[src/hw/exc_ctrl_defines.vh]
// Purpose: Constants of the exception and interrupt control block
// Assumes: APB byte addresses, 32-bit data, 50 MHz pclk
// Notes:   Contract
// Contract
// RULE_01: On reset release module stops load 3F, FF, FF; transfer engine stays on.
// RULE_02: Peripheral register access is refused while that peripheral is stopped.
// RULE_03: Tracing works only in control mode 2, never in mode 0.
// RULE_04: Trace bit set raises trace exception after each instruction, ignoring masks.
// RULE_05: Trace entry sets I, clears T, keeps user flag and priority mask.
// RULE_06: Return restores stacked T; the return instruction itself is not traced.
// RULE_07: Interrupts stay accepted inside the trace handler.
// RULE_08: Interrupt entry pushes PC, CONDITION_CODE_REG, EXTENDED_CONTROL_REG, updates mask, clears T, fetches vector.
// RULE_08 (code): mask update and T clear happen in mode 2 only.
// RULE_09: Trap instruction starts trap handling anytime, same order as interrupts.
// RULE_10: Trap carries vector number 0 to 3 selecting its table entry.
// RULE_11: Trap sets I in both modes; clears T in mode 2 only.
// RULE_12: Word stack addresses force bit 0 low; software keeps SP even.
// RULE_13: Two control modes chosen by two mode select bits.
// RULE_14: Maskable sources have eight levels; nonmaskable is level 8, always taken.
// RULE_15: Every source has its own vector.
// RULE_16: Nonmaskable input senses rising or falling edge by configuration.
// RULE_17: Six external requests sense falling, rising, both edges or low level.
// RULE_18: An accepted request may start the transfer engine instead of the CPU.
// RULE_19: After reset mode 0, all requests blocked until the first instruction.
// RULE_20: Priority fields are 3 bits, 000 lowest through 111 highest.
// RULE_21: Highest level above mask wins; ties go to the lowest source index.
`ifndef EXC_CTRL_DEFINES_VH
`define EXC_CTRL_DEFINES_VH
`define OFS_SYSCTL    8'h00
`define OFS_SENSE     8'h04
`define OFS_ENABLE    8'h08
`define OFS_STATUS    8'h0C
`define OFS_PRIO      8'h10
`define OFS_XFER_SEL  8'h14
`define OFS_MSTOP_A   8'h18
`define OFS_MSTOP_B   8'h1C
`define OFS_MSTOP_C   8'h20
`define OFS_CORE_STAT 8'h24
`define MODE_LO_BIT   0
`define MODE_HI_BIT   1
`define NMI_EDGE_BIT  3
`define CS_I_BIT      7
`define CS_UI_BIT     6
`define CS_T_BIT      3
`define CS_MASK_LSB   0
`define MSTOP_A_RST   8'h3F
`define MSTOP_B_RST   8'hFF
`define MSTOP_C_RST   8'hFF
`define XFER_STOP_BIT 6
`define MODE_2        2'h2
`define NMI_LEVEL     4'h8
`define VEC_TRACE     7'h05
`define VEC_NMI       7'h07
`define VEC_TRAP0     7'h08
`define VEC_EXT0      7'h10
`define SENSE_LOW     2'h0
`define SENSE_FALL    2'h1
`define SENSE_RISE    2'h2
`define SENSE_BOTH    2'h3
`endif

[src/hw/exception_interrupt_control.v]
// Purpose: Exception sequencer and external interrupt front end
// Assumes: Inputs synchronous to pclk; core holds SP and pushes words
// Notes:   APB slave with one wait state; constants in exc_ctrl_defines.vh
//
// The placing of the registers and the APB interface to the registers were left to the implementer.
`include "exc_ctrl_defines.vh"
module exception_interrupt_control (
  input  wire        pclk,
  input  wire        presetn,
  input  wire        psel,
  input  wire        penable,
  input  wire        pwrite,
  input  wire [7:0]  paddr,
  input  wire [31:0] pwdata,
  output reg  [31:0] prdata_q,
  output reg         pready_q,
  output reg         pslverr_q,
  input  wire        nmi_pin,
  input  wire [5:0]  ext_request,
  input  wire        instr_done,
  input  wire        instr_is_rte,
  input  wire        rte_load,
  input  wire        rte_ccr_i,
  input  wire        rte_ui,
  input  wire        rte_t,
  input  wire [2:0]  rte_mask,
  input  wire        trap_exec,
  input  wire [1:0]  trap_num,
  input  wire [31:0] stack_ptr,
  input  wire        fetch_ack,
  input  wire        per_req,
  input  wire [4:0]  per_idx,
  output reg         stack_push_q,
  output reg  [1:0]  stack_sel_q,
  output reg  [31:0] stack_addr_q,
  output reg         fetch_req_q,
  output reg  [6:0]  exc_vec_q,
  output reg         ccr_i_q,
  output reg         ccr_ui_q,
  output reg         exr_t_q,
  output reg  [2:0]  exr_mask_q,
  output reg         xfer_req_q,
  output reg  [2:0]  xfer_src_q,
  output reg         per_grant_q,
  output reg         per_deny_q
);
  localparam S_IDLE = 3'h0;
  localparam S_PC   = 3'h1;
  localparam S_CCR  = 3'h2;
  localparam S_EXR  = 3'h3;
  localparam S_UPD  = 3'h4;
  localparam S_VEC  = 3'h5;
  localparam K_INT  = 2'h0;
  localparam K_TRC  = 2'h1;
  localparam K_TRP  = 2'h2;

  reg  [7:0]  sysctl_q;
  reg  [11:0] sense_q;
  reg  [5:0]  enable_q;
  reg  [5:0]  flag_q;
  reg  [5:0]  flag_d;
  reg  [23:0] prio_q;
  reg  [5:0]  xsel_q;
  reg  [7:0]  mstop_a_q;
  reg  [7:0]  mstop_b_q;
  reg  [7:0]  mstop_c_q;
  reg  [5:0]  ext_prev_q;
  reg         nmi_prev_q;
  reg         nmi_flag_q;
  reg         run_q;
  reg         trace_pend_q;
  reg         trap_pend_q;
  reg  [1:0]  trap_num_q;
  reg  [2:0]  state_q;
  reg  [1:0]  kind_q;
  reg  [3:0]  lvl_q;
  reg  [5:0]  ext_hit;
  wire [1:0]  mode = {sysctl_q[`MODE_HI_BIT], sysctl_q[`MODE_LO_BIT]}; // [RULE_13]
  wire        mode2 = (mode == `MODE_2);
  wire        acc = psel & penable & pready_q;
  wire        wr = acc & pwrite;
  wire        clr_st = wr & (paddr == `OFS_STATUS);
  wire        nmi_edge = sysctl_q[`NMI_EDGE_BIT] ? (nmi_pin & ~nmi_prev_q)
                                                  : (~nmi_pin & nmi_prev_q); // [RULE_16]

  // Per-input sensing, one detector per request line
  genvar g;
  generate
    for (g = 0; g < 6; g = g + 1) begin : g_sense
      always @* begin
        case (sense_q[2*g+1:2*g]) // [RULE_17]
          `SENSE_LOW:  ext_hit[g] = ~ext_request[g];
          `SENSE_FALL: ext_hit[g] = ~ext_request[g] & ext_prev_q[g];
          `SENSE_RISE: ext_hit[g] = ext_request[g] & ~ext_prev_q[g];
          default:     ext_hit[g] = ext_request[g] ^ ext_prev_q[g];
        endcase
      end
    end
  endgenerate

  // Arbitration among pending enabled requests
  reg  [2:0] best_src;
  reg  [2:0] best_lvl;
  reg        best_ok;
  integer    i;
  always @* begin
    best_src = 3'h0;
    best_lvl = 3'h0;
    best_ok  = 1'b0;
    for (i = 0; i < 6; i = i + 1) begin
      if (flag_q[i] && enable_q[i] &&
          (!best_ok || prio_q[4*i+:3] > best_lvl)) begin // [RULE_20] [RULE_21]
        best_ok  = 1'b1;
        best_src = i[2:0];
        best_lvl = prio_q[4*i+:3];
      end
    end
  end

  // Mode 0 gates by I alone; mode 2 by level above mask, ignoring I
  wire ext_take = best_ok & (mode2 ? ({1'b0, best_lvl} > {1'b0, exr_mask_q})
                                   : ~ccr_i_q); // [RULE_07] [RULE_14]
  wire to_xfer  = xsel_q[best_src] & ~mstop_a_q[`XFER_STOP_BIT];
  wire idle     = (state_q == S_IDLE);
  wire go_trace = idle & trace_pend_q;
  wire go_nmi   = idle & run_q & ~trace_pend_q & nmi_flag_q; // [RULE_14]
  wire go_ext   = idle & run_q & ~trace_pend_q & ~nmi_flag_q & ext_take; // [RULE_19]
  wire go_trap  = idle & trap_pend_q & ~trace_pend_q & ~nmi_flag_q & ~(run_q & ext_take);
  wire ext_cpu  = go_ext & ~to_xfer;

  always @* begin
    flag_d = flag_q;
    if (clr_st)
      flag_d = flag_q & ~pwdata[5:0];
    if (go_ext && sense_q[2*best_src+:2] != `SENSE_LOW)
      flag_d[best_src] = 1'b0;
    flag_d = flag_d | ext_hit; // Set wins over any clear
  end

  // Register file and request capture
  always @(posedge pclk or negedge presetn) begin
    if (!presetn) begin
      sysctl_q     <= 8'h00; // [RULE_19]
      sense_q      <= 12'h000;
      enable_q     <= 6'h00;
      flag_q       <= 6'h00;
      prio_q       <= 24'h777777;
      xsel_q       <= 6'h00;
      mstop_a_q    <= `MSTOP_A_RST; // [RULE_01]
      mstop_b_q    <= `MSTOP_B_RST; // [RULE_01]
      mstop_c_q    <= `MSTOP_C_RST; // [RULE_01]
      ext_prev_q   <= 6'h3F;
      nmi_prev_q   <= 1'b1; // Idle level, so no false edge after reset
      nmi_flag_q   <= 1'b0;
      run_q        <= 1'b0;
      trace_pend_q <= 1'b0;
      trap_pend_q  <= 1'b0;
      trap_num_q   <= 2'h0;
    end else begin
      ext_prev_q <= ext_request;
      nmi_prev_q <= nmi_pin;
      flag_q     <= flag_d;
      if (instr_done)
        run_q <= 1'b1; // [RULE_19]
      if (nmi_edge)
        nmi_flag_q <= 1'b1;
      else if (go_nmi)
        nmi_flag_q <= 1'b0;
      if (instr_done && exr_t_q && mode2 && !instr_is_rte)
        trace_pend_q <= 1'b1; // [RULE_03] [RULE_04] [RULE_06]
      else if (go_trace)
        trace_pend_q <= 1'b0;
      if (trap_exec) begin
        trap_pend_q <= 1'b1; // [RULE_09]
        trap_num_q  <= trap_num;
      end else if (go_trap) begin
        trap_pend_q <= 1'b0;
      end
      if (wr) begin
        case (paddr)
          `OFS_SYSCTL:   sysctl_q  <= pwdata[7:0] & 8'h0B;
          `OFS_SENSE:    sense_q   <= pwdata[11:0];
          `OFS_ENABLE:   enable_q  <= pwdata[5:0];
          `OFS_PRIO:     prio_q    <= pwdata[23:0] & 24'h777777;
          `OFS_XFER_SEL: xsel_q    <= pwdata[5:0];
          `OFS_MSTOP_A:  mstop_a_q <= pwdata[7:0];
          `OFS_MSTOP_B:  mstop_b_q <= pwdata[7:0];
          `OFS_MSTOP_C:  mstop_c_q <= pwdata[7:0];
          default:       ;
        endcase
      end
    end
  end

  // APB answer one cycle into the access phase
  always @(posedge pclk or negedge presetn) begin
    if (!presetn) begin
      pready_q  <= 1'b0;
      pslverr_q <= 1'b0;
      prdata_q  <= 32'h00000000;
    end else begin
      pready_q  <= psel & penable & ~pready_q;
      pslverr_q <= 1'b0;
      if (psel && penable && !pready_q) begin
        prdata_q <= 32'h00000000;
        case (paddr)
          `OFS_SYSCTL:    prdata_q[7:0]  <= sysctl_q;
          `OFS_SENSE:     prdata_q[11:0] <= sense_q;
          `OFS_ENABLE:    prdata_q[5:0]  <= enable_q;
          `OFS_STATUS:    prdata_q[5:0]  <= flag_q;
          `OFS_PRIO:      prdata_q[23:0] <= prio_q;
          `OFS_XFER_SEL:  prdata_q[5:0]  <= xsel_q;
          `OFS_MSTOP_A:   prdata_q[7:0]  <= mstop_a_q;
          `OFS_MSTOP_B:   prdata_q[7:0]  <= mstop_b_q;
          `OFS_MSTOP_C:   prdata_q[7:0]  <= mstop_c_q;
          `OFS_CORE_STAT: prdata_q[7:0]  <= {ccr_i_q, ccr_ui_q, 2'h0, exr_t_q, exr_mask_q};
          default:        pslverr_q      <= 1'b1;
        endcase
      end
    end
  end

  // Peripheral register gate; index 0-7 A, 8-15 B, 16-23 C
  wire [23:0] mstop_all = {mstop_c_q, mstop_b_q, mstop_a_q};
  always @(posedge pclk or negedge presetn) begin
    if (!presetn) begin
      per_grant_q <= 1'b0;
      per_deny_q  <= 1'b0;
    end else begin
      per_grant_q <= per_req & (per_idx < 5'd24) & ~mstop_all[per_idx]; // [RULE_02]
      per_deny_q  <= per_req & ((per_idx >= 5'd24) | mstop_all[per_idx]); // [RULE_02]
    end
  end

  // Exception entry sequencer and core status bits
  always @(posedge pclk or negedge presetn) begin
    if (!presetn) begin
      state_q      <= S_IDLE;
      kind_q       <= K_INT;
      lvl_q        <= 4'h0;
      stack_push_q <= 1'b0;
      stack_sel_q  <= 2'h0;
      stack_addr_q <= 32'h00000000;
      fetch_req_q  <= 1'b0;
      exc_vec_q    <= 7'h00;
      ccr_i_q      <= 1'b1;
      ccr_ui_q     <= 1'b0;
      exr_t_q      <= 1'b0;
      exr_mask_q   <= 3'h7;
      xfer_req_q   <= 1'b0;
      xfer_src_q   <= 3'h0;
    end else begin
      stack_push_q <= 1'b0;
      xfer_req_q   <= 1'b0;
      if (rte_load) begin
        ccr_i_q    <= rte_ccr_i;
        ccr_ui_q   <= rte_ui;
        exr_t_q    <= rte_t; // [RULE_06]
        exr_mask_q <= rte_mask;
      end else if (wr && paddr == `OFS_CORE_STAT) begin
        ccr_i_q    <= pwdata[`CS_I_BIT];
        ccr_ui_q   <= pwdata[`CS_UI_BIT];
        exr_t_q    <= pwdata[`CS_T_BIT];
        exr_mask_q <= pwdata[`CS_MASK_LSB+:3];
      end
      if (go_ext && to_xfer) begin
        xfer_req_q <= 1'b1; // [RULE_18]
        xfer_src_q <= best_src;
      end
      case (state_q)
        S_IDLE: begin
          if (go_trace) begin
            kind_q    <= K_TRC;
            exc_vec_q <= `VEC_TRACE; // [RULE_15]
            state_q   <= S_PC;
          end else if (go_nmi) begin
            kind_q    <= K_INT;
            lvl_q     <= `NMI_LEVEL;
            exc_vec_q <= `VEC_NMI; // [RULE_15]
            state_q   <= S_PC;
          end else if (ext_cpu) begin
            kind_q    <= K_INT;
            lvl_q     <= {1'b0, best_lvl};
            exc_vec_q <= `VEC_EXT0 + {4'h0, best_src}; // [RULE_15]
            state_q   <= S_PC;
          end else if (go_trap) begin
            kind_q    <= K_TRP;
            exc_vec_q <= `VEC_TRAP0 + {5'h00, trap_num_q}; // [RULE_10]
            state_q   <= S_PC;
          end
        end
        S_PC, S_CCR, S_EXR: begin
          stack_push_q <= 1'b1; // [RULE_08]
          stack_sel_q  <= state_q[1:0] - 2'h1;
          stack_addr_q <= {stack_ptr[31:1], 1'b0}; // [RULE_12]
          state_q      <= state_q + 3'h1;
        end
        S_UPD: begin
          ccr_i_q <= 1'b1; // [RULE_05] [RULE_11]
          if (mode2)
            exr_t_q <= 1'b0; // [RULE_05] [RULE_08] [RULE_11]
          if (kind_q == K_INT && mode2)
            exr_mask_q <= (lvl_q > 4'h7) ? 3'h7 : lvl_q[2:0]; // [RULE_08]
          fetch_req_q <= 1'b1;
          state_q     <= S_VEC;
        end
        S_VEC: begin
          if (fetch_ack) begin
            fetch_req_q <= 1'b0; // [RULE_08]
            state_q     <= S_IDLE;
          end
        end
        default: state_q <= S_IDLE;
      endcase
    end
  end
endmodule

[config.mk]
export PLATFORM = sky130hd
export DESIGN_NAME = exception_interrupt_control
export DESIGN_NICKNAME = d
export VERILOG_FILES = /design/src/hw/exception_interrupt_control.v
export VERILOG_INCLUDE_DIRS = /design/src /design/src/hw
export SDC_FILE = /design/constraint.sdc
export NUM_CORES = 1
export LEC_CHECK = 0
export BUFFER_PORTS_ARGS = -buffer_cell sky130_fd_sc_hd__buf_2
export CAP_MARGIN = 20
export CORE_ASPECT_RATIO = 0.5
export CORE_MARGIN = 10
export CORE_UTILIZATION = 55
export DETAILED_ROUTE_END_ITERATION = 16
export PLACE_DENSITY = 0.83
export SYNTH_ARGS = -nofsm -noshare
export SYNTH_HDL_FRONTEND = slang
export SYNTH_SLANG_ARGS = --single-unit
[constraint.sdc]
create_clock -name pclk -period 11.9 [get_ports pclk]
set_clock_uncertainty 0.05 [all_clocks]
set_input_delay 0.595 -clock pclk [delete_from_list [all_inputs] [get_ports pclk]]
set_output_delay 0.595 -clock pclk [all_outputs]
set_load 0.005 [all_outputs]
==> results.json <==
{
  "cts_tree": "done",
  "grt_pass1_wl_um": 38410,
  "vias": 6965,
  "irDropWorstVdd_v": 0.0001376,
  "wl_per_cell_um": 21.08,
  "layout.area.seq_mm2": 0.004343,
  "first_global_vias": 7100,
  "cp_common_cell": "ha_1",
  "hold_viol": 0,
  "drc": 0,
  "nNetsFinal": 1086,
  "die_area_mm2": 0.02188,
  "pin_count": 192,
  "worstPathRequired_ps": 12170,
  "crit_end": "exc_vec_q[1]",
  "ant_nets": 0,
  "port_buffers": 165,
  "finalPower_mw": 1.665,
  "crit_path_end_kind": "flip-flop",
  "critPathMaxStageDelay_ps": 740,
  "place_congestion": 0.9340,
  "leakagePower_nw": 5.001,
  "relSlewSlack_pct": 32.39,
  "final_common_cell": "buf_2",
  "worst_setup_hold_path_clk_slew_ps": 70,
  "status": "completed",
  "ff2ff_path_depth": 38,
  "antenna_found_initial": 5,
  "insertion_delay_ps": 440,
  "worstPathArrival_ps": 10770,
  "die_w_um": 199.4,
  "timing.critical_path.from": "prio_q[2]",
  "critPathKind": "flip-flop to flip-flop",
  "ctsLongestPathBuffers": 2,
  "num_rows": 32,
  "drt-initial-drc-count": 577,
  "path_max_fanout": 13,
  "r2r_start": "prio_q[2]",
  "synth.distinct_cells": 74,
  "cts_max_level": 4,
  "clock_sinks": 171,
  "clockRootBuffer": "clkbuf_16",
  "cp-start-kind": "flip-flop",
  "cts_made_buffers": 17,
  "tightest_slew_ps": 1014,
  "r2r_slack_ps": 1390,
  "hp-class": "input pin to async pin",
  "setup_tns_ps": 0,
  "ys_async_sr_fraction_pct": 100.0,
  "max_freq_ghz": 0.09519,
  "synth_edf_count": 0,
  "power_frac_seq_pct": 43.2,
  "ys_ff_latch": 171,
  "design.core.area_mm2": 0.01557,
  "cts_resized": 0,
  "drive_above_1_share_pct": 40.89,
  "r2r_end": "exc_vec_q[1]",
  "drv_cap": 0,
  "power_density_mw_per_mm2": 160.4,
  "overflow": 0,
  "maxSlewViolCount": 0,
  "syn2layout_area_growth_pct": 17.26,
  "p_int_mw": 1.175,
  "syn_inst": 795,
  "grt_start_max_net_pins": 112,
  "rsz0062_at_grt": "false",
  "p_sw_uw": 489.7,
  "multi_input_area_mm2": 0.004184,
  "drtPass1Iterations": 5,
  "finalCriticalPeriod_ps": 10510,
  "slowest_stage": "o21ai_1",
  "start_util_pct": 56.84,
  "setup_viol": 0,
  "grt_usage_pct": 22.58,
  "layout.cells.most_common_list": "buf_2 (164), dfrtp_1 (120), mux2_2 (104), nand2_1 (88), dfstp_2 (51)",
  "avgSynthCellArea_um2": 11.13,
  "ys_seq_area_share_pct": 49.06,
  "synth_area_mm2": 0.008852,
  "avgViaCountPerCell": 5.968,
  "pwr-share-comb_pct": 22.8,
  "holdBufCountCts": 0,
  "fillers": 1178,
  "place_hpwl_um": 18300,
  "swShare_pct": 29.42,
  "fin_crit_sh_pct": 88.28,
  "yosysWarnings": 0,
  "ys.flop_type": "dfrtp_1",
  "postCtsSetupBuffers": 0,
  "wl_um": 24600,
  "die_y_um": 109.7,
  "clockPowerShare_pct": 34.1
}
==> power by group through the flow <==
stage               clock network (mW)  registers, mW  logic, mW
CTS                              0.575          0.719      0.385
global placement                     0          0.719      0.364
global route                     0.601          0.728      0.418
finish                           0.567          0.719      0.379
floorplan                            0          0.724      0.229
detailed placement                   0          0.727      0.383
==> per-layer routing <==
metal	share of wire (%)	GRT usage, %
met5	0.15	0
met4	2.3	8.320
met3	10	7.777
met2	46	36.15
met1	41	28.11
==> worst max-delay path, delay by kind of cell (launching register included) <==
kind,cells,cell delay [ps]
compound gates,20,5580
fa+ha+maj,6,1940
flops,1,600
simple gates,12,2200
==> how the worst min path moves through the flow <==
stage | startpoint | endpoint | slack [ps] | cells after the start
2_1_floorplan | presetn | ccr_ui_q | 250 | 0
6_report | presetn | stack_addr_q[11] | 220 | 1
3_5_place_dp | prdata_q[17] | prdata_q[17] | 400 | 2
3_3_place_gp | prdata_q[12] | prdata_q[12] | 390 | 2
4_1_cts | ext_request[2] | ext_prev_q[2] | 220 | 1
5_1_grt | ext_request[2] | ext_prev_q[2] | 220 | 1
==> registers in the layout, summed over array words and instances (netlist names), 2 cells and up <==
register and flops:
enable_q 6, exc_vec_q 5, exr_mask_q 3, ext_prev_q 6, flag_q 6, lvl_q 4, mstop_a_q 8, mstop_b_q 8
mstop_c_q 8, prdata_q 21, prio_q 18, sense_q 12, stack_addr_q 31, stack_sel_q 2, state_q 3, sysctl_q 3
trap_num_q 2, xfer_src_q 3, xsel_q 6
==> cell families (layout without fill, tap and decap cells) <==
logic type | count (synthesis) | count (layout) | share of synthesized area [%]
compound gates | 161 | 161 | 12.79
fa+ha+maj | 35 | 35 | 4.947
buf+inv | 82 | 235 | 4.311
flops | 171 | 171 | 49.06
mux | 132 | 132 | 17.41
other cells | 1 | 16 | 0.04236
simple gates | 213 | 213 | 11.43
==> synth_stat cells (all sizes together), types with 3 or more instances <==
master | instances | area share (%)
a211oi | 7 | 0.59
a21o | 14 | 1.3
a21oi | 36 | 2.1
a221o | 3 | 0.34
a221oi | 5 | 0.49
a222oi | 5 | 0.57
a22o | 8 | 0.79
a22oi | 6 | 0.51
a31o | 5 | 0.49
a31oi | 8 | 0.57
and2 | 3 | 0.23
and3 | 6 | 0.47
and4 | 3 | 0.31
buf | 22 | 1.8
clkbuf | 26 | 1.1
dfrtp | 120 | 34
dfstp | 51 | 15
ha | 35 | 4.9
inv | 34 | 1.4
mux2 | 106 | 13
mux2i | 19 | 2.1
mux4 | 7 | 1.8
nand2 | 89 | 3.8
nand3 | 27 | 1.5
nand3b | 10 | 0.85
nand4 | 3 | 0.21
nor2 | 42 | 1.8
nor2b | 5 | 0.35
nor3 | 11 | 0.73
o2111ai | 3 | 0.30
o211ai | 5 | 0.42
o21ai | 33 | 2.0
o22ai | 6 | 0.49
or2 | 5 | 0.35
==> final cells by class <==
type                       instances  area share (%)
sequential                       171           41.84
multi-input combinational        555           40.31
timing repair buffer             169           8.305
clock buffer                      20           4.605
tap                              204           2.459
inverter                          34           1.229
clock inverter                    12           1.205
antenna                            2         0.04822
==> through the flow <==
step	hold slack, ps	util [%]	cells	worst slack, ps	cell area [um2]
finish	215.0	66.65	1167	1394	10380
global route	219.6	66.65	1167	735.3	10380
global placement	394.2	62.74	1133	2143	9772
floorplan	249.4	-	808	3317	8901
CTS	219.9	66.61	1165	1643	10380
detailed placement	401.2	62.74	1133	1742	9772
No activity file was read; power rests on OpenSTA's default activity.
